File: src/logic/vdsp_pkg.sv
// Functional notes
// Host uses naturally aligned word and double accesses
// Read-only registers ignore writes; abort is write-only
// Accumulator bits 30:15 map to operand halves
// Host accumulator store copies rounding bit to 14
// Accumulator loads sign-extend bit 30 into 33:31
// Host or plain load clears bits 13:0
// Pointer holds address, wrap and increment fields
// Working incrementor steps and wraps per pointer
// Software keeps wrap exponent not below increment
// External address is base plus twice word address
// Base low bits zero; never use reserved base
// Command pointer write starts list; idle access only
// Each fetch advances command pointer to next
// Overflow when ALU bits 32 and 33 differ
// Out-of-range accumulator read clips and flags
// Overflow register clears on reset, abort, read
// Options register field layout
// Length nonzero; changed only by options load
// Loop count changes only on decrement-branch
// Abort halts and clears overflow, hold, halt bits; an abort while running sets the halt request instead of clearing it
// Stall external references while hold bit set
// Run status bit zero idle, one active
// Halt request set on stop; masked interrupt
// Host access while running flags fault source
// Run drops when halt request becomes set
package vdsp_pkg;
  // Register byte addresses
  localparam logic [31:0] ADDR_OPTIONS  = 32'hffff8000;
  localparam logic [31:0] ADDR_OVF      = 32'hffff8004;
  localparam logic [31:0] ADDR_PTR1     = 32'hffff8008;
  localparam logic [31:0] ADDR_PTR2     = 32'hffff800c;
  localparam logic [31:0] ADDR_PTR3     = 32'hffff8010;
  localparam logic [31:0] ADDR_ACC      = 32'hffff8014;
  localparam logic [31:0] ADDR_LOOP     = 32'hffff8018;
  localparam logic [31:0] ADDR_CMDPTR   = 32'hffff8020;
  localparam logic [31:0] ADDR_BASE     = 32'hffff8024;
  localparam logic [31:0] ADDR_RUN      = 32'hffff9000;
  localparam logic [31:0] ADDR_ABORT    = 32'hffff9004;
  localparam logic [31:0] ADDR_HALTREQ  = 32'hffff9008;
  localparam logic [31:0] ADDR_HALTEN   = 32'hffff900c;
  localparam logic [31:0] ADDR_HOLD     = 32'hffff9010;
  localparam logic [31:0] ADDR_FAULT    = 32'hffff9014;
  // Engine address space window (upper half of address)
  localparam logic [15:0] ENGINE_HI     = 16'hffff;
  // Field positions
  localparam int OVF_BIT     = 0;
  localparam int CLIP_BIT    = 1;
  localparam int FAULT_ERR   = 2;
  localparam int OPT_RND     = 25;
  localparam int ACC_RND_POS = 14;
  // Reset values
  localparam logic [31:0] RST_WORD = 32'h0000_0000;
  localparam logic [15:0] RST_HALF = 16'h0000;
  // Clip limits of a 16-bit result
  localparam logic [15:0] CLIP_MAX = 16'h7fff;
  localparam logic [15:0] CLIP_MIN = 16'h8000;
endpackage : vdsp_pkg

File: src/logic/vdsp_regs.sv
`timescale 1ns/1ps
module vdsp_regs #(
  parameter int ADDR_W = 16                // Word address width of a vector pointer
) (
  input  wire logic        mclk,           // Processor clock, 25 MHz
  input  wire logic        rst_n,          // Synchronous reset, active low
  // Host side of the internal bus
  input  wire logic [31:0] hostAddr,       // Byte address
  input  wire logic        hostWrEn,       // Write strobe, one cycle
  input  wire logic        hostRdEn,       // Read strobe, one cycle
  input  wire logic [31:0] hostWrData,     // Write data
  output logic      [31:0] hostRdData,     // Read data, valid with hostRdValid
  output logic             hostRdValid,    // One cycle after hostRdEn
  // Command-list execution unit side
  input  wire logic        exuFetch,       // Command fetched from engine RAM
  input  wire logic        exuListEnd,     // List finished, stop
  input  wire logic        exuVecStart,    // Vector operation starts
  input  wire logic [2:0]  exuStep,        // Step incrementor per pointer
  input  wire logic [1:0]  exuExtSel,      // Pointer for external address
  input  wire logic        exuExtReq,      // External reference wanted
  input  wire logic        exuAluValid,    // ALU result valid
  input  wire logic        exuAluInt,      // Integer data: no overflow check
  input  wire logic [33:0] exuAluResult,   // 34-bit ALU result
  input  wire logic        exuLoadAccPlain,// Plain accumulator load
  input  wire logic        exuLoadAccExt,  // Extended accumulator load
  input  wire logic [30:0] exuAccRe,       // Load data, real part
  input  wire logic [30:0] exuAccIm,       // Load data, imaginary part
  input  wire logic        exuFlagStore,   // Flag store instruction reads overflow
  input  wire logic        exuOptionsLoad, // Options load instruction
  input  wire logic        exuBaseLoad,    // Base load instruction
  input  wire logic [31:0] exuLoadData,    // Data for options or base load
  input  wire logic        exuLoopDec,     // Decrement-and-branch executes
  output logic             runStatus,      // Command list active
  output logic [15:0]      cmdPointer,     // Current command address
  output logic [15:0]      loopTarget,     // Jump target
  output logic             loopZero,       // Loop count is zero
  output logic [31:0]      vectorOptions,  // Options register to the datapath
  output logic [67:0]      accValue,       // Imag 67:34, real 33:0
  output logic [3*ADDR_W-1:0] ptrWork,     // Working incrementors
  output logic [31:0]      extAddr,        // External byte address
  output logic             extGrant,       // External reference may proceed
  output logic             haltIrq,        // Masked halt interrupt request
  output logic             nmiReq          // Non-maskable request
);

  initial begin
    if (ADDR_W != 16) begin
      $error("vdsp_regs serves a 16-bit pointer address only");
    end
  end

  ////////////////////////////////////////////////////////////////////////////
  // Helper functions

  // Step within a cyclic buffer: only bits under the wrap mask move
  function automatic logic [15:0] ptrStep(input logic [15:0] a, input logic [3:0] inc,
                                          input logic [3:0] wrp);
    logic [15:0] mask;
    logic [15:0] sum;
    mask = 16'(17'h1_0000 >> (5'h10 - {1'b0, wrp})) - 16'h0001;
    if (wrp == 4'h0) begin
      mask = 16'h0000;
    end
    sum = a + (16'h0001 << inc);
    ptrStep = (a & ~mask) | (sum & mask);
  endfunction : ptrStep

  // Clip one part to a 16-bit view of bits 30:15
  function automatic logic [16:0] accClip(input logic [33:0] p);
    if (p[33:30] == 4'h0 || p[33:30] == 4'hf) begin
      accClip = {1'b0, p[30:15]};
    end else if (p[33]) begin
      accClip = {1'b1, vdsp_pkg::CLIP_MIN};
    end else begin
      accClip = {1'b1, vdsp_pkg::CLIP_MAX};
    end
  endfunction : accClip

  // Sign extend bit 30 and optionally clear low bits
  function automatic logic [33:0] accLoad(input logic [30:0] v, input logic clrLow);
    accLoad = {{3{v[30]}}, v};
    if (clrLow) begin
      accLoad[13:0] = 14'h0000;
    end
  endfunction : accLoad

  ////////////////////////////////////////////////////////////////////////////
  // Address decode

  logic        inSpace;        // Access falls in engine space
  logic        exempt;         // Interface register, allowed while running
  logic        wrAbort;        // Abort write
  logic        hRd;            // Host read of any register
  logic        hWr;            // Host write of any register
  logic [16:0] clipRe;         // Clipped real view
  logic [16:0] clipIm;         // Clipped imaginary view

  assign hRd = hostRdEn;
  assign hWr = hostWrEn;
  assign inSpace = hostAddr[31:16] == vdsp_pkg::ENGINE_HI;
  assign exempt = hostAddr == vdsp_pkg::ADDR_RUN || hostAddr == vdsp_pkg::ADDR_HOLD ||
                  hostAddr == vdsp_pkg::ADDR_HALTREQ || hostAddr == vdsp_pkg::ADDR_FAULT ||
                  hostAddr == vdsp_pkg::ADDR_HALTEN || hostAddr == vdsp_pkg::ADDR_ABORT;
  assign wrAbort = hWr && hostAddr == vdsp_pkg::ADDR_ABORT;

  ////////////////////////////////////////////////////////////////////////////
  // Storage

  logic [31:0] options_q;      // Options register
  logic [1:0]  ovf_q;          // Overflow and clip flags
  logic [31:0] ptr_q [3];      // Vector pointers
  logic [15:0] work_q [3];     // Working incrementors
  logic [33:0] accRe_q;        // Accumulator real part
  logic [33:0] accIm_q;        // Accumulator imaginary part
  logic [31:0] loop_q;         // Count 15:0, target 31:16
  logic [15:0] cmdPtr_q;       // Command pointer
  logic [31:0] base_q;         // External base
  logic        run_q;          // Run status
  logic        haltReq_q;      // Halt request
  logic        haltEn_q;       // Halt enable
  logic        hold_q;         // Hold control
  logic [2:0]  fault_q;        // Fault source
  logic        stop;           // Execution stops this cycle

  assign clipRe = accClip(accRe_q);
  assign clipIm = accClip(accIm_q);
  assign stop = run_q && (exuListEnd || wrAbort);

  ////////////////////////////////////////////////////////////////////////////
  // Options register, host or options load only

  always_ff @(posedge mclk) begin
    if (!rst_n) begin
      options_q <= vdsp_pkg::RST_WORD;
    end else if (hWr && hostAddr == vdsp_pkg::ADDR_OPTIONS) begin
      options_q <= hostWrData;
    end else if (exuOptionsLoad) begin
      options_q <= exuLoadData;
    end
  end

  ////////////////////////////////////////////////////////////////////////////
  // Overflow and clip flags; a set in the clearing cycle wins

  logic ovfSet;                // ALU overflow this cycle
  logic clipSet;               // Host accumulator read clipped
  logic ovfClr;                // Read or abort clears
  assign ovfSet = exuAluValid && !exuAluInt && (exuAluResult[33] != exuAluResult[32]);
  assign clipSet = hRd && hostAddr == vdsp_pkg::ADDR_ACC && (clipRe[16] || clipIm[16]);
  assign ovfClr = wrAbort || exuFlagStore || (hRd && hostAddr == vdsp_pkg::ADDR_OVF);

  always_ff @(posedge mclk) begin
    if (!rst_n) begin
      ovf_q <= 2'h0;
    end else begin
      ovf_q[vdsp_pkg::OVF_BIT]  <= ovfSet  || (ovf_q[vdsp_pkg::OVF_BIT]  && !ovfClr);
      ovf_q[vdsp_pkg::CLIP_BIT] <= clipSet || (ovf_q[vdsp_pkg::CLIP_BIT] && !ovfClr);
    end
  end

  ////////////////////////////////////////////////////////////////////////////
  // Vector pointers and their working incrementors

  for (genvar i = 0; i < 3; i++) begin : g_ptr
    localparam logic [31:0] PADDR = vdsp_pkg::ADDR_PTR1 + 32'(4 * i);
    always_ff @(posedge mclk) begin
      if (!rst_n) begin
        ptr_q[i] <= vdsp_pkg::RST_WORD;
      end else if (hWr && hostAddr == PADDR) begin
        ptr_q[i] <= {hostWrData[31:16], 8'h00, hostWrData[7:0]};
      end
    end
    // Copy at vector start, then step and wrap
    always_ff @(posedge mclk) begin
      if (!rst_n) begin
        work_q[i] <= vdsp_pkg::RST_HALF;
      end else if (exuVecStart) begin
        work_q[i] <= ptr_q[i][31:16];
      end else if (exuStep[i]) begin
        work_q[i] <= ptrStep(work_q[i], ptr_q[i][3:0], ptr_q[i][7:4]);
      end
    end
    assign ptrWork[i*ADDR_W +: ADDR_W] = work_q[i];
  end

  ////////////////////////////////////////////////////////////////////////////
  // Complex accumulator

  always_ff @(posedge mclk) begin
    if (!rst_n) begin
      accRe_q <= 34'h0;
      accIm_q <= 34'h0;
    end else if (hWr && hostAddr == vdsp_pkg::ADDR_ACC) begin
      // Rounding bit lands just under the visible field
      accRe_q <= accLoad({hostWrData[15:0], 15'h0000}, 1'b1);
      accIm_q <= accLoad({hostWrData[31:16], 15'h0000}, 1'b1);
      accRe_q[vdsp_pkg::ACC_RND_POS] <= options_q[vdsp_pkg::OPT_RND];
      accIm_q[vdsp_pkg::ACC_RND_POS] <= options_q[vdsp_pkg::OPT_RND];
    end else if (exuLoadAccPlain || exuLoadAccExt) begin
      accRe_q <= accLoad(exuAccRe, exuLoadAccPlain);
      accIm_q <= accLoad(exuAccIm, exuLoadAccPlain);
    end
  end
  assign accValue = {accIm_q, accRe_q};

  ////////////////////////////////////////////////////////////////////////////
  // Loop register: count moves only on decrement-and-branch

  always_ff @(posedge mclk) begin
    if (!rst_n) begin
      loop_q <= vdsp_pkg::RST_WORD;
    end else if (hWr && hostAddr == vdsp_pkg::ADDR_LOOP) begin
      loop_q <= hostWrData;
    end else if (exuLoopDec && loop_q[15:0] != 16'h0000) begin
      loop_q[15:0] <= loop_q[15:0] - 16'h0001;
    end
  end
  assign loopTarget = loop_q[31:16];
  assign loopZero = loop_q[15:0] == 16'h0000;

  ////////////////////////////////////////////////////////////////////////////
  // Command pointer and run state

  logic startList;             // Host write of the command pointer while idle
  assign startList = hWr && hostAddr == vdsp_pkg::ADDR_CMDPTR && !run_q;

  always_ff @(posedge mclk) begin
    if (!rst_n) begin
      cmdPtr_q <= vdsp_pkg::RST_HALF;
    end else if (startList) begin
      cmdPtr_q <= hostWrData[15:0];
    end else if (run_q && exuFetch) begin
      cmdPtr_q <= cmdPtr_q + 16'h0001;
    end
  end

  // Stop beats start; idle writes while running are refused
  always_ff @(posedge mclk) begin
    if (!rst_n) begin
      run_q <= 1'b0;
    end else if (stop) begin
      run_q <= 1'b0;
    end else if (startList) begin
      run_q <= 1'b1;
    end
  end

  ////////////////////////////////////////////////////////////////////////////
  // External base and address

  always_ff @(posedge mclk) begin
    if (!rst_n) begin
      base_q <= vdsp_pkg::RST_WORD;
    end else if (hWr && hostAddr == vdsp_pkg::ADDR_BASE) begin
      base_q <= hostWrData;                             // Software keeps 16:0 zero
    end else if (exuBaseLoad) begin
      base_q <= exuLoadData;
    end
  end

  // Registered so the address is a flop output
  always_ff @(posedge mclk) begin
    if (!rst_n) begin
      extAddr <= vdsp_pkg::RST_WORD;
    end else begin
      extAddr <= base_q + {15'h0000, work_q[exuExtSel == 2'h3 ? 2'h0 : exuExtSel], 1'b0};
    end
  end
  assign extGrant = exuExtReq && !hold_q;

  ////////////////////////////////////////////////////////////////////////////
  // Interface registers: hold, halt request, halt enable, fault

  always_ff @(posedge mclk) begin
    if (!rst_n || wrAbort) begin
      hold_q <= 1'b0;
    end else if (hWr && hostAddr == vdsp_pkg::ADDR_HOLD) begin
      hold_q <= hostWrData[0];
    end
  end

  always_ff @(posedge mclk) begin
    if (!rst_n || wrAbort) begin
      haltEn_q <= 1'b0;
    end else if (hWr && hostAddr == vdsp_pkg::ADDR_HALTEN) begin
      haltEn_q <= hostWrData[0];
    end
  end

  // Halt stays set when stop and read coincide
  always_ff @(posedge mclk) begin
    if (!rst_n) begin
      haltReq_q <= 1'b0;
    end else if (stop) begin
      haltReq_q <= 1'b1;
    end else if (wrAbort || (hRd && hostAddr == vdsp_pkg::ADDR_HALTREQ)) begin
      haltReq_q <= 1'b0;
    end
  end
  assign haltIrq = haltReq_q && haltEn_q;

  logic faultSet;              // Forbidden access while running
  assign faultSet = run_q && (hRd || hWr) && inSpace && !exempt;
  always_ff @(posedge mclk) begin
    if (!rst_n) begin
      fault_q <= 3'h0;
    end else if (faultSet) begin
      fault_q[vdsp_pkg::FAULT_ERR] <= 1'b1;
    end else if (hRd && hostAddr == vdsp_pkg::ADDR_FAULT) begin
      fault_q <= 3'h0;
    end
  end
  assign nmiReq = |fault_q;

  assign runStatus = run_q;
  assign cmdPointer = cmdPtr_q;
  assign vectorOptions = options_q;

  ////////////////////////////////////////////////////////////////////////////
  // Read mux; write-only and unmapped read as zero

  logic [31:0] rdMux;          // Combinational read value
  always_comb begin
    rdMux = vdsp_pkg::RST_WORD;
    if (hostAddr == vdsp_pkg::ADDR_OPTIONS) begin
      rdMux = options_q;
    end else if (hostAddr == vdsp_pkg::ADDR_OVF) begin
      rdMux = {30'h0, ovf_q};
    end else if (hostAddr == vdsp_pkg::ADDR_PTR1) begin
      rdMux = ptr_q[0];
    end else if (hostAddr == vdsp_pkg::ADDR_PTR2) begin
      rdMux = ptr_q[1];
    end else if (hostAddr == vdsp_pkg::ADDR_PTR3) begin
      rdMux = ptr_q[2];
    end else if (hostAddr == vdsp_pkg::ADDR_ACC) begin
      rdMux = {clipIm[15:0], clipRe[15:0]};
    end else if (hostAddr == vdsp_pkg::ADDR_LOOP) begin
      rdMux = loop_q;
    end else if (hostAddr == vdsp_pkg::ADDR_CMDPTR) begin
      rdMux = {16'h0000, cmdPtr_q};
    end else if (hostAddr == vdsp_pkg::ADDR_BASE) begin
      rdMux = base_q;
    end else if (hostAddr == vdsp_pkg::ADDR_RUN) begin
      rdMux = {31'h0, run_q};
    end else if (hostAddr == vdsp_pkg::ADDR_HALTREQ) begin
      rdMux = {31'h0, haltReq_q};
    end else if (hostAddr == vdsp_pkg::ADDR_HALTEN) begin
      rdMux = {31'h0, haltEn_q};
    end else if (hostAddr == vdsp_pkg::ADDR_HOLD) begin
      rdMux = {31'h0, hold_q};
    end else if (hostAddr == vdsp_pkg::ADDR_FAULT) begin
      rdMux = {29'h0, fault_q};
    end
  end

  // Read data is a flop; one cycle latency
  always_ff @(posedge mclk) begin
    if (!rst_n) begin
      hostRdData  <= vdsp_pkg::RST_WORD;
      hostRdValid <= 1'b0;
    end else begin
      hostRdData  <= hRd ? rdMux : vdsp_pkg::RST_WORD;
      hostRdValid <= hRd;
    end
  end

  ////////////////////////////////////////////////////////////////////////////
  // Assertions

  property p_run_halt;
    @(posedge mclk) disable iff (!rst_n) $fell(run_q) |-> haltReq_q;
  endproperty
  a_run_halt: assert property (p_run_halt) else $error("run fell without halt request");

  property p_abort_stop;
    @(posedge mclk) disable iff (!rst_n) wrAbort |=> !run_q && !hold_q && !haltEn_q;
  endproperty
  a_abort_stop: assert property (p_abort_stop) else $error("abort did not clear state");

  property p_start;
    @(posedge mclk) disable iff (!rst_n) startList && !exuListEnd |=> run_q && cmdPtr_q == $past(hostWrData[15:0]);
  endproperty
  a_start: assert property (p_start) else $error("list did not start");

  property p_fetch;
    @(posedge mclk) disable iff (!rst_n) run_q && exuFetch && !startList |=> cmdPtr_q == $past(cmdPtr_q) + 16'h0001;
  endproperty
  a_fetch: assert property (p_fetch) else $error("fetch did not advance pointer");

  property p_ovf;
    @(posedge mclk) disable iff (!rst_n)
      exuAluValid && !exuAluInt && exuAluResult[33] != exuAluResult[32] |=> ovf_q[0];
  endproperty
  a_ovf: assert property (p_ovf) else $error("overflow not flagged");

  property p_ovf_clear;
    @(posedge mclk) disable iff (!rst_n) exuFlagStore && !ovfSet && !clipSet |=> ovf_q == 2'h0;
  endproperty
  a_ovf_clear: assert property (p_ovf_clear) else $error("overflow not cleared by read");

  property p_hold;
    @(posedge mclk) disable iff (!rst_n) hold_q |-> !extGrant;
  endproperty
  a_hold: assert property (p_hold) else $error("external reference granted under hold");

  property p_irq;
    @(posedge mclk) disable iff (!rst_n) stop ##1 haltEn_q |-> haltIrq;
  endproperty
  a_irq: assert property (p_irq) else $error("halt interrupt missing");

  property p_fault;
    @(posedge mclk) disable iff (!rst_n) faultSet |=> fault_q[2] && nmiReq;
  endproperty
  a_fault: assert property (p_fault) else $error("running access not flagged");

  property p_acc_ext;
    @(posedge mclk) disable iff (!rst_n)
      exuLoadAccPlain && !hWr |=> accRe_q[13:0] == 14'h0 && accRe_q[33:31] == {3{accRe_q[30]}};
  endproperty
  a_acc_ext: assert property (p_acc_ext) else $error("accumulator load format wrong");

  c_list: cover property (@(posedge mclk) disable iff (!rst_n) startList ##[1:20] exuListEnd);
  c_abort: cover property (@(posedge mclk) disable iff (!rst_n) run_q && wrAbort);
  c_clip: cover property (@(posedge mclk) disable iff (!rst_n) clipSet);
  c_wrap: cover property (@(posedge mclk) disable iff (!rst_n) exuStep[0] && ptr_q[0][7:4] != 4'h0);

endmodule : vdsp_regs

File: config.mk
export PLATFORM = sky130hd
export DESIGN_NAME = vdsp_regs
export DESIGN_NICKNAME = d
export VERILOG_FILES = /design/src/logic/vdsp_pkg.sv /design/src/logic/vdsp_regs.sv
export SDC_FILE = /design/constraint.sdc
export NUM_CORES = 1
export LEC_CHECK = 0
export BUFFER_PORTS_ARGS = -buffer_cell sky130_fd_sc_hd__clkbuf_2
export CAP_MARGIN = 20
export CORE_UTILIZATION = 48
export DETAILED_ROUTE_END_ITERATION = 8
export PLACE_DENSITY = 0.75
export SLEW_MARGIN = 0
export SYNTH_ARGS = -nofsm -noshare
export SYNTH_HDL_FRONTEND = slang
export SYNTH_SLANG_ARGS = --single-unit
File: constraint.sdc
create_clock -name mclk -period 3.71 [get_ports mclk]
set_input_delay 0.371 -clock mclk [delete_from_list [all_inputs] [get_ports mclk]]
set_output_delay 0.371 -clock mclk [all_outputs]
set_load 0.005 [all_outputs]
# ---- Word-level counts from Yosys, hierarchy flattened
# Memory sizes are Yosys's and may differ from the RTL's.
# Cells that the tools add are included.
dict set report totals {
  memories 2
  ram_bits 120
  word_cells 232
  out_inout_bits 250
  ff_bits 252
  input_bits 213
}
dict set report classes {
  n_eq_ne 20
  reduce_logical 69
  n_mux 83
  shifts 6
  n_bitwise 22
  add_sub_neg 12
}
# name depth width rd rd_clocked_by_memory_dff write_ports line_no
set mem_list {}
lappend mem_list {ptr_q 3 24 3 0 3 vdsp_regs.sv:111} ;# logic [31:0] ptr_q [3];
lappend mem_list {work_q 3 16 4 0 3 vdsp_regs.sv:112} ;# logic [15:0] work_q [3];
# cell count
set op_table {}
lappend op_table {{$eq 32x32->1 const B} 15}
lappend op_table {{$mux 32} 13}
lappend op_table {{$mux 16} 24}
lappend op_table {{$mux 34} 4}
lappend op_table {{$and 16x16->16} 6}
lappend op_table {{$mux 24} 3}
lappend op_table {{$sub 16x1->16 const B} 4}
lappend op_table {{$shr 17x5->16 const A} 3}
lappend op_table {{$add 16x16->16} 3}
lappend op_table {{$not 16->16} 3}
lappend op_table {{$or 16x16->16} 3}
lappend op_table {{$shl 1x4->16 const A} 3}
lappend op_table {{$mux 17} 2}
lappend op_table {{$add 32x17->32} 1}
lappend op_table {{$logic_and 1x1->1} 29}
lappend op_table {{$mux 1} 28}
lappend op_table {{$mux 14} 2}
lappend op_table {{$logic_not 4->1} 5}
lappend op_table {{$mux 3} 6}
lappend op_table {{$logic_or 1x1->1} 17}
lappend op_table {{$add 16x1->16 const B} 1}
lappend op_table {{$eq 16x16->1 const B} 1}
lappend op_table {{$logic_not 16->1} 1}
lappend op_table {{$reduce_bool 16->1} 1}
lappend op_table {{other kinds (11)} 34}

# ---- Longest topological paths before layout
# Gate-level depths: netlist of the first run.
dict set report logic_depth {
  word_depth 15
  ltp_mapped 14
  ltp_nobuf 13
}

# ---- Least setup slack after synthesis of the first run
# No wires, ideal clock.
dict set report synth_path {
  path_kind {input to register}
  startpoint {in exuExtSel[1]}
  endpoint {reg extAddr[31]}
  arrival_time_ns 3.603
  cell_stages 14
  setup_ns 0.115
  path_slack_ns -0.008
  required_time_ns 3.595
  path_buffers 2
  path_cell_list {clkbuf_1 clkbuf_1 mux2i_1 a21oi_1 ha_1 fa_1 a211oi_1 nor2_1 o211ai_1 a31oi_1 a31oi_1 and4b_1 xor2_1 and2_1}
}
dict set report synth_via {
  elab_chain_cells 4
}
# element line_no
set synth_lines {}
lappend synth_lines {{start, declared} vdsp_regs.sv:19} ;# input wire logic [1:0] exuExtSel,
lappend synth_lines {{$eq 2x2->1} vdsp_regs.sv:266} ;# extAddr <= base_q + {15'h0000, work_q[exuExtSel == 2'h3 ? 2'h0 : exuExtSel], 1'b0};
lappend synth_lines {{$mux 2 *} vdsp_regs.sv:266}
lappend synth_lines {{$mem_v2 3x16 *} --}
lappend synth_lines {{$add 32x17->32 *} vdsp_regs.sv:266}
lappend synth_lines {{end signal, assigned} vdsp_regs.sv:264} ;# extAddr <= vdsp_pkg::RST_WORD;
lappend synth_lines {{end signal, assigned} vdsp_regs.sv:266}
lappend synth_lines {{end, declared} vdsp_regs.sv:40} ;# output logic [31:0] extAddr,
# Mark *: on every way between the ends. The rest lies on a longest branch, timed or not.
# A chain may end at the register's enable or synchronous reset.

==> qor.csv, run 1 <==
metric,value,unit
clkPwrFrac,39.2,%
fin_crit_sh,94.7,%
maxCapViolations,0,
fin_nets,2878,
insertion_delay,0.58,ns
clock_path_buffers,3,
status,finished clean,
p_sw,0.00309,W
syn_nets,2507,
period_minus_slack,3.51,ns
drt-pass1-iter-count,6,
internal_power,0.00753,W
multi_input_area,0.0109,mm²
fmax,285,MHz
grtUsageTotal,35.2,%
num_vias,19700,
synth.area.top_cells,"dfxtp_1 24%, edfxtp_1 18%, mux2i_1 5.8%, nand2_1 5.6%, o211a_1 5.6%",
cp_max_fo,9,
pre_cts_ws,0.0980,ns
ys_seq_elements,366,
swShare,29.1,%
start_util,48.6,%
critical_path_required,4.17,ns
rsz0062_at_grt,no,
p_seq_share,44.6,%
drtIter0Drc,2202,
antenna_found_initial,3,
pin_count,463,
yosysMostFrequentCell,nand2_1,
synth-edff-count,120,
hp-class,in2reg,
syn2layout_area_growth,19.1,%
power.total,0.0106,W
slew_headroom,20.9,%
fin_ws,0.197,ns
fin_setup_tns,0,ns
grt_start_max_net_pins,94,
path_class,reg2reg,
grtUsageMet3,7.79,%
rows,75,
irDropWorstVdd,0.363,mV
ant_nets,0,
seqCellArea,0.00853,mm²
cts_max_level,2,
finalSetupViolCount,0,
yosys-top-cells-count,"306 x nand2_1, 246 x dfxtp_1, 132 x o21ai_0, 121 x nor2_1, 120 x edfxtp_1",
busiest_layer,met2,
die_w,208,µm
start_kind,flop,
finClkSkew,0.0316,ns
core-area,0.0419,mm²
drive_gt1_share,22.1,%
totalWireLength,77900,µm
postCtsSetupRepairBufs,0,
crit_path_max_incr_delay,0.46,ns
hold_viol,0,
die_h,208,µm
synth_top_cell_area_share,24.2,%
syn_area,0.0204,mm²
wire_per_inst,24.6,µm
p_leak,11.6,nW
clockRootBuffer,clkbuf_16,
vias_per_cell,6.20,
overflow,0,
gp_congestion,0.999,
synth-seq-area-share,41.8,%
grtUsageMet2,56.6,%
synth_top_flop_cell,dfxtp_1,
timing.final.max_slew_violations,0,
clock_sinks,366,
pwr-share-comb,16.2,%
synth-async-reset-ratio,0,%
path_cells,nor2b_1 > a211oi_1 > a21oi_1 > ha_1 > fa_1 > a211oi_1 > nor2_1 > o211ai_1 > buf_4 > a31oi_1 > a31oi_1 > buf_4 > and4b_1 > xor2_1 > and2_1,
synth_warnings,0,
cp_data_arrival_time,3.97,ns
die_area,0.0433,mm²
synth.avg_cell_area,9.15,µm²
synth_cell_type_count,78,
tightest_slew,1.19,ns
drcViolationCount,0,
cts_tree,done,
clk_pin_slew,0.07,ns
fill_cells,3756,
cts-buffers-inserted,41,
first_global_vias,18500,
port_buffers,430,
cp-end-kind,flop,
syn_inst,2227,
cp_slowest_cell,fa_1,
grt_pass1_wl,116000,µm
met1_usage,45.9,%
synth.largest_area_cell,dfxtp_1,
powerDensity,437,mW/mm²
dp_hpwl,59600,µm
layout make-up:
| class | count | share of cell area (%) |
|---|---|---|
| clock inverters | 19 | 0.876 |
| well taps | 539 | 2.78 |
| repair buffers | 495 | 10.9 |
| diodes | 2 | 0.0206 |
| flip-flops and latches | 366 | 35.1 |
| multi-input cells | 1660 | 45.0 |
| inverters | 34 | 0.526 |
| clock buffers | 56 | 4.71 |
layout by cell type, fill, tap and decap left out, types with 22 or more instances in the layout:
cell type,instances
a21oi_1,90
edfxtp_1,120
xor2_1,25
buf_4,65
clkbuf_2,429
mux2i_1,118
nand3_1,61
and2_1,110
nor2b_1,38
a21boi_1,22
clkbuf_16,42
a22oi_1,49
ha_1,63
nor2_1,120
a211oi_1,22
o21ai_0,132
o211a_1,114
dfxtp_1,246
inv_1,34
and3_1,28
nor3_1,47
xnor2_1,45
nand2_1,306
power by group through the flow:
stage	registers [W]	logic, W	clock network, W
after floorplan	0.00465	0.00108	0
after global placement	0.00480	0.00163	0
after detailed placement	0.00480	0.00168	0
after CTS	0.00472	0.00169	0.00419
after global routing	0.00475	0.00187	0.00435
final	0.00474	0.00172	0.00416
logic make-up (layout without fill, tap and decap cells):
logic type	after synthesis	after routing	share of synthesized area [%]
other	0	2	0
flip-flops	366	366	41.8
buffers and inverters	201	604	4.57
AO/OA/AOI/OAI	605	605	21.5
adder cells (fa/ha/maj)	67	67	4.26
multiplexers	119	119	5.85
XOR/XNOR	70	70	3.01
AND/OR/NAND/NOR	799	799	19.0
registers in the layout, summed over array words and instances (netlist names), 16 cells and up, named ones only:
| name | count |
|---|---|
| base_q | 32 |
| accIm_q | 31 |
| ptr_q | 72 |
| loop_q | 32 |
| accRe_q | 31 |
| cmdPointer | 16 |
| vectorOptions | 32 |
| extAddr | 32 |
| hostRdData | 32 |
| work_q | 16 |
what timing repair did:
action / in CTS / in global routing
hold buffers: 0 / 0
gates resized for setup: 0 / 1
endpoints found under the setup margin: 0 / 3
worst paths after layout:
kind / start / to / slack [ns] / depth (start not counted)
worst max-delay path: flop / extAddr[31]$_SDFF_PN0_ / 0.20 / 15
worst min-delay path: exuAccIm[8] / accIm_q[8]$_SDFFE_PP0N_ / 0.03 / 3
worst max register to register: flop / extAddr[31]$_SDFF_PN0_ / 0.20 / 15
worst min register to register: loop_q[22]$_SDFFE_PN0P_ / loop_q[22]$_SDFFE_PN0P_ / 0.47 / 2
layer usage:
layer,part of all wire [%],routed length [µm]
met5,0,0
met4,4.1,3180
met1,40,30900
met2,46,35600
met3,11,8190
metrics by stage:
step,cells,area (µm²),utilization (%),hold WS [ns]
3_3_place_gp,3093,22900,54.6,0.457
2_1_floorplan,2227,20400,-,0.442
6_report,3171,24300,57.9,0.0347
5_1_grt,3169,24300,57.9,0.0290
3_5_place_dp,3093,22900,54.6,0.464
4_1_cts,3168,24200,57.8,0.0138
worst max-delay path: cells and delay by family (launching register included):
kind	cells	cell delay, ns
adders and majority gates	2	0.70
buffers and inverters	2	0.37
and+or+nand+nor	4	0.65
xor gates and xnor gates	1	0.15
AOI/OAI and AO/OA	6	1.07
DFF	1	0.44
(Power assumes the default switching activity.)
==> run 2: changes to the inputs <==
- BUFFER_PORTS_ARGS: -buffer_cell sky130_fd_sc_hd__clkbuf_2 -> not set
- DONT_BUFFER_PORTS: not set -> 1
- PLACE_DENSITY: 0.75 -> not set
- PLACE_DENSITY_LB_ADDON: not set -> 0.15
==> run 2 against run 1 <==
  * Total power shrank 2.2%
  * Non-clock buffer count shrank 339
  * Global-route usage grew 0.91 points
  * Flip-flop and latch count is the same
  * Critical path depth shrank 3
==> qor.csv, run 2 (synthesis gave the netlist of run 1 again) <==
metric,value,unit,change
grtUsageTotal,36.1,%,+0.91 points
fmax,285,MHz,+0.15%
met1_usage,46.7,%,+0.79 points
clockRootBuffer,clkbuf_16,,
finalSetupViolCount,0,,unchanged
cts_max_level,2,,unchanged
cp-end-kind,flop,,
drcViolationCount,0,,unchanged
placed_cells,2647,,-14%
syn2layout_area_growth,13.5,%,
wire_per_inst,28.3,µm,+15%
insertion_delay,0.59,ns,about the same
start_kind,flop,,
num_vias,18300,,-6.9%
finClkSkew,0.0236,ns,-0.00803 ns
hold_viol,0,,unchanged
grt_start_max_net_pins,85,,-9.6%
regMostFlops,ptr_q,,
ctsResizeCount,0,,unchanged
cts_tree,done,,
fill_cells,3799,,+1.1%
grt_pass1_wl,116000,µm,+0.58%
rsz0062_at_grt,no,,
crit_buf_inv,1,,-1
cp_data_arrival_time,3.83,ns,-0.14 ns
crit_family,compound AO/OA/AOI/OAI gates,,
antenna_found_initial,8,,+5
cp_slowest_cell,edfxtp_1,,
fin_nets,2540,,-12%
port_buffers,0,,-100%
cp.depth,12,,-3
powerDensity,449,mW/mm²,+2.6%
maxCapViolations,0,,unchanged
fin_area,0.0231,mm²,-4.7%
drtIter0Drc,2122,,-3.6%
ctsHoldBuffers,108,,+108
ant_nets,0,,unchanged
cp_max_fo,7,,-2
pin_count,463,,unchanged
vias_per_cell,6.45,,+4.1%
p_leak,10.1,nW,-13%
start_util,48.6,%,unchanged
path_cells,nand2b_1 > or3_1 > inv_1 > ha_1 > a21oi_1 > o21ai_0 > o41a_1 > a41o_1 > nor4b_1 > o41ai_1 > xnor2_1 > a32o_1,,
die_area,0.0433,mm²,unchanged
largest_register_ffs,72,,unchanged
first_global_vias,17100,,-7.6%
crit_path_max_incr_delay,0.51,ns,+0.05 ns
pre_cts_ws,0.292,ns,+0.194 ns
fin_setup_tns,0,ns,unchanged
final_cells,2838,,-11%
hp-class,in2reg,,
grtUsageMet3,9.13,%,+1.3 points
tightest_slew,0.960,ns,-0.227 ns
postCtsSetupRepairBufs,0,,unchanged
final_common_cell,nand2_1,,
period_minus_slack,3.51,ns,-0.00522 ns
drt-pass1-iter-count,7,,+1
busiest_layer,met2,,
placed_cell_area,0.0206,mm²,-9.8%
overflow,0,,unchanged
irDropWorstVdd,0.373,mV,+3.0%
die_h,208,µm,unchanged
timing.final.max_slew_violations,0,,unchanged
final_cell_mix,"306 x nand2_1, 246 x dfxtp_1, 132 x o21ai_0",,
clock_path_buffers,3,,unchanged
cts-buffers-inserted,42,,+2.4%
status,finished clean,,
path_class,reg2reg,,
fin_ws,0.203,ns,+0.00522 ns
grtUsageMet2,58.1,%,+1.5 points
totalWireLength,80300,µm,+3.1%
gp_congestion,0.992,,-0.73%
min_path_cells,1,,-2
fin_crit_sh,94.5,%,-0.14 points
drive_gt1_share,5.98,%,-16 points
rows,75,,unchanged
slew_headroom,36.0,%,+15 points
clk_pin_slew,0.06,ns,about the same
clock_sinks,366,,unchanged
critical_path_required,4.03,ns,-0.14 ns
die_w,208,µm,unchanged
core-area,0.0419,mm²,unchanged
dp_hpwl,57400,µm,-3.7%
rr_worst_depth,12,,-3
[run 2: changes by cell type in the layout (fill, tap and decap cells not counted), moves of 5 or more]
cell / previous run / this run
diode_2: 2 / 7
dlygate4sd3_1: 0 / 105
buf_4: 65 / 46
clkbuf_2: 429 / 0
[run 2: area by class of cell]
cell class	instances	area, µm²	area share [%]
Antenna cell	7	17.5	0.0757
Multi-Input combinational cell	1660	10900	47.2
Clock buffer	63	1230	5.33
Sequential cell	366	8530	36.9
Timing Repair Buffer	156	1500	6.50
Clock inverter	13	121	0.525
Inverter	34	128	0.552
Tap cell	539	674	2.92
[run 2: metal layers]
| layer | part of all wire (%) | up-vias |
|---|---|---|
| met5 | 0.051 | - |
| met4 | 3.7 | 6 |
| met3 | 10 | 171 |
| met2 | 46 | 1030 |
| met1 | 40 | 8918 |
| li1 | - | 8193 |
[run 2: report_power, final]
part           leakage (nW)  internal [W]  switching [W]  total, W
sequential             3.24       0.00439       0.000368   0.00476
clock                 0.655       0.00232        0.00179   0.00411
combinational          6.18      0.000689       0.000822   0.00151
[run 2: worst paths after layout]
| kind | startpoint | slack, ns | to |
|---|---|---|---|
| hold / removal | hostWrData[23] | 0.01 | ptr_q[1][15]$_SDFFCE_PN0P_ |
| hold reg to reg | ovf_q[1]$_SDFF_PN0_ | 0.49 | ovf_q[1]$_SDFF_PN0_ |
| setup reg to reg | ptr_q[0][0]$_SDFFCE_PN0P_ | 0.20 | flop |
| setup / recovery | ptr_q[0][0]$_SDFFCE_PN0P_ | 0.20 | flop |
[run 2: per-stage QoR]
| step | total power [W] | utilization (%) | hold slack, ns |
|---|---|---|---|
| floorplan | 0.00573 | - | 0.442 |
| global placement | 0.00607 | 49.2 | 0.481 |
| detailed placement | 0.00610 | 49.2 | 0.481 |
| CTS | 0.0104 | 55.1 | 0.00103 |
| global route | 0.0107 | 55.1 | 0.000343 |
| finish | 0.0104 | 55.2 | 0.0109 |
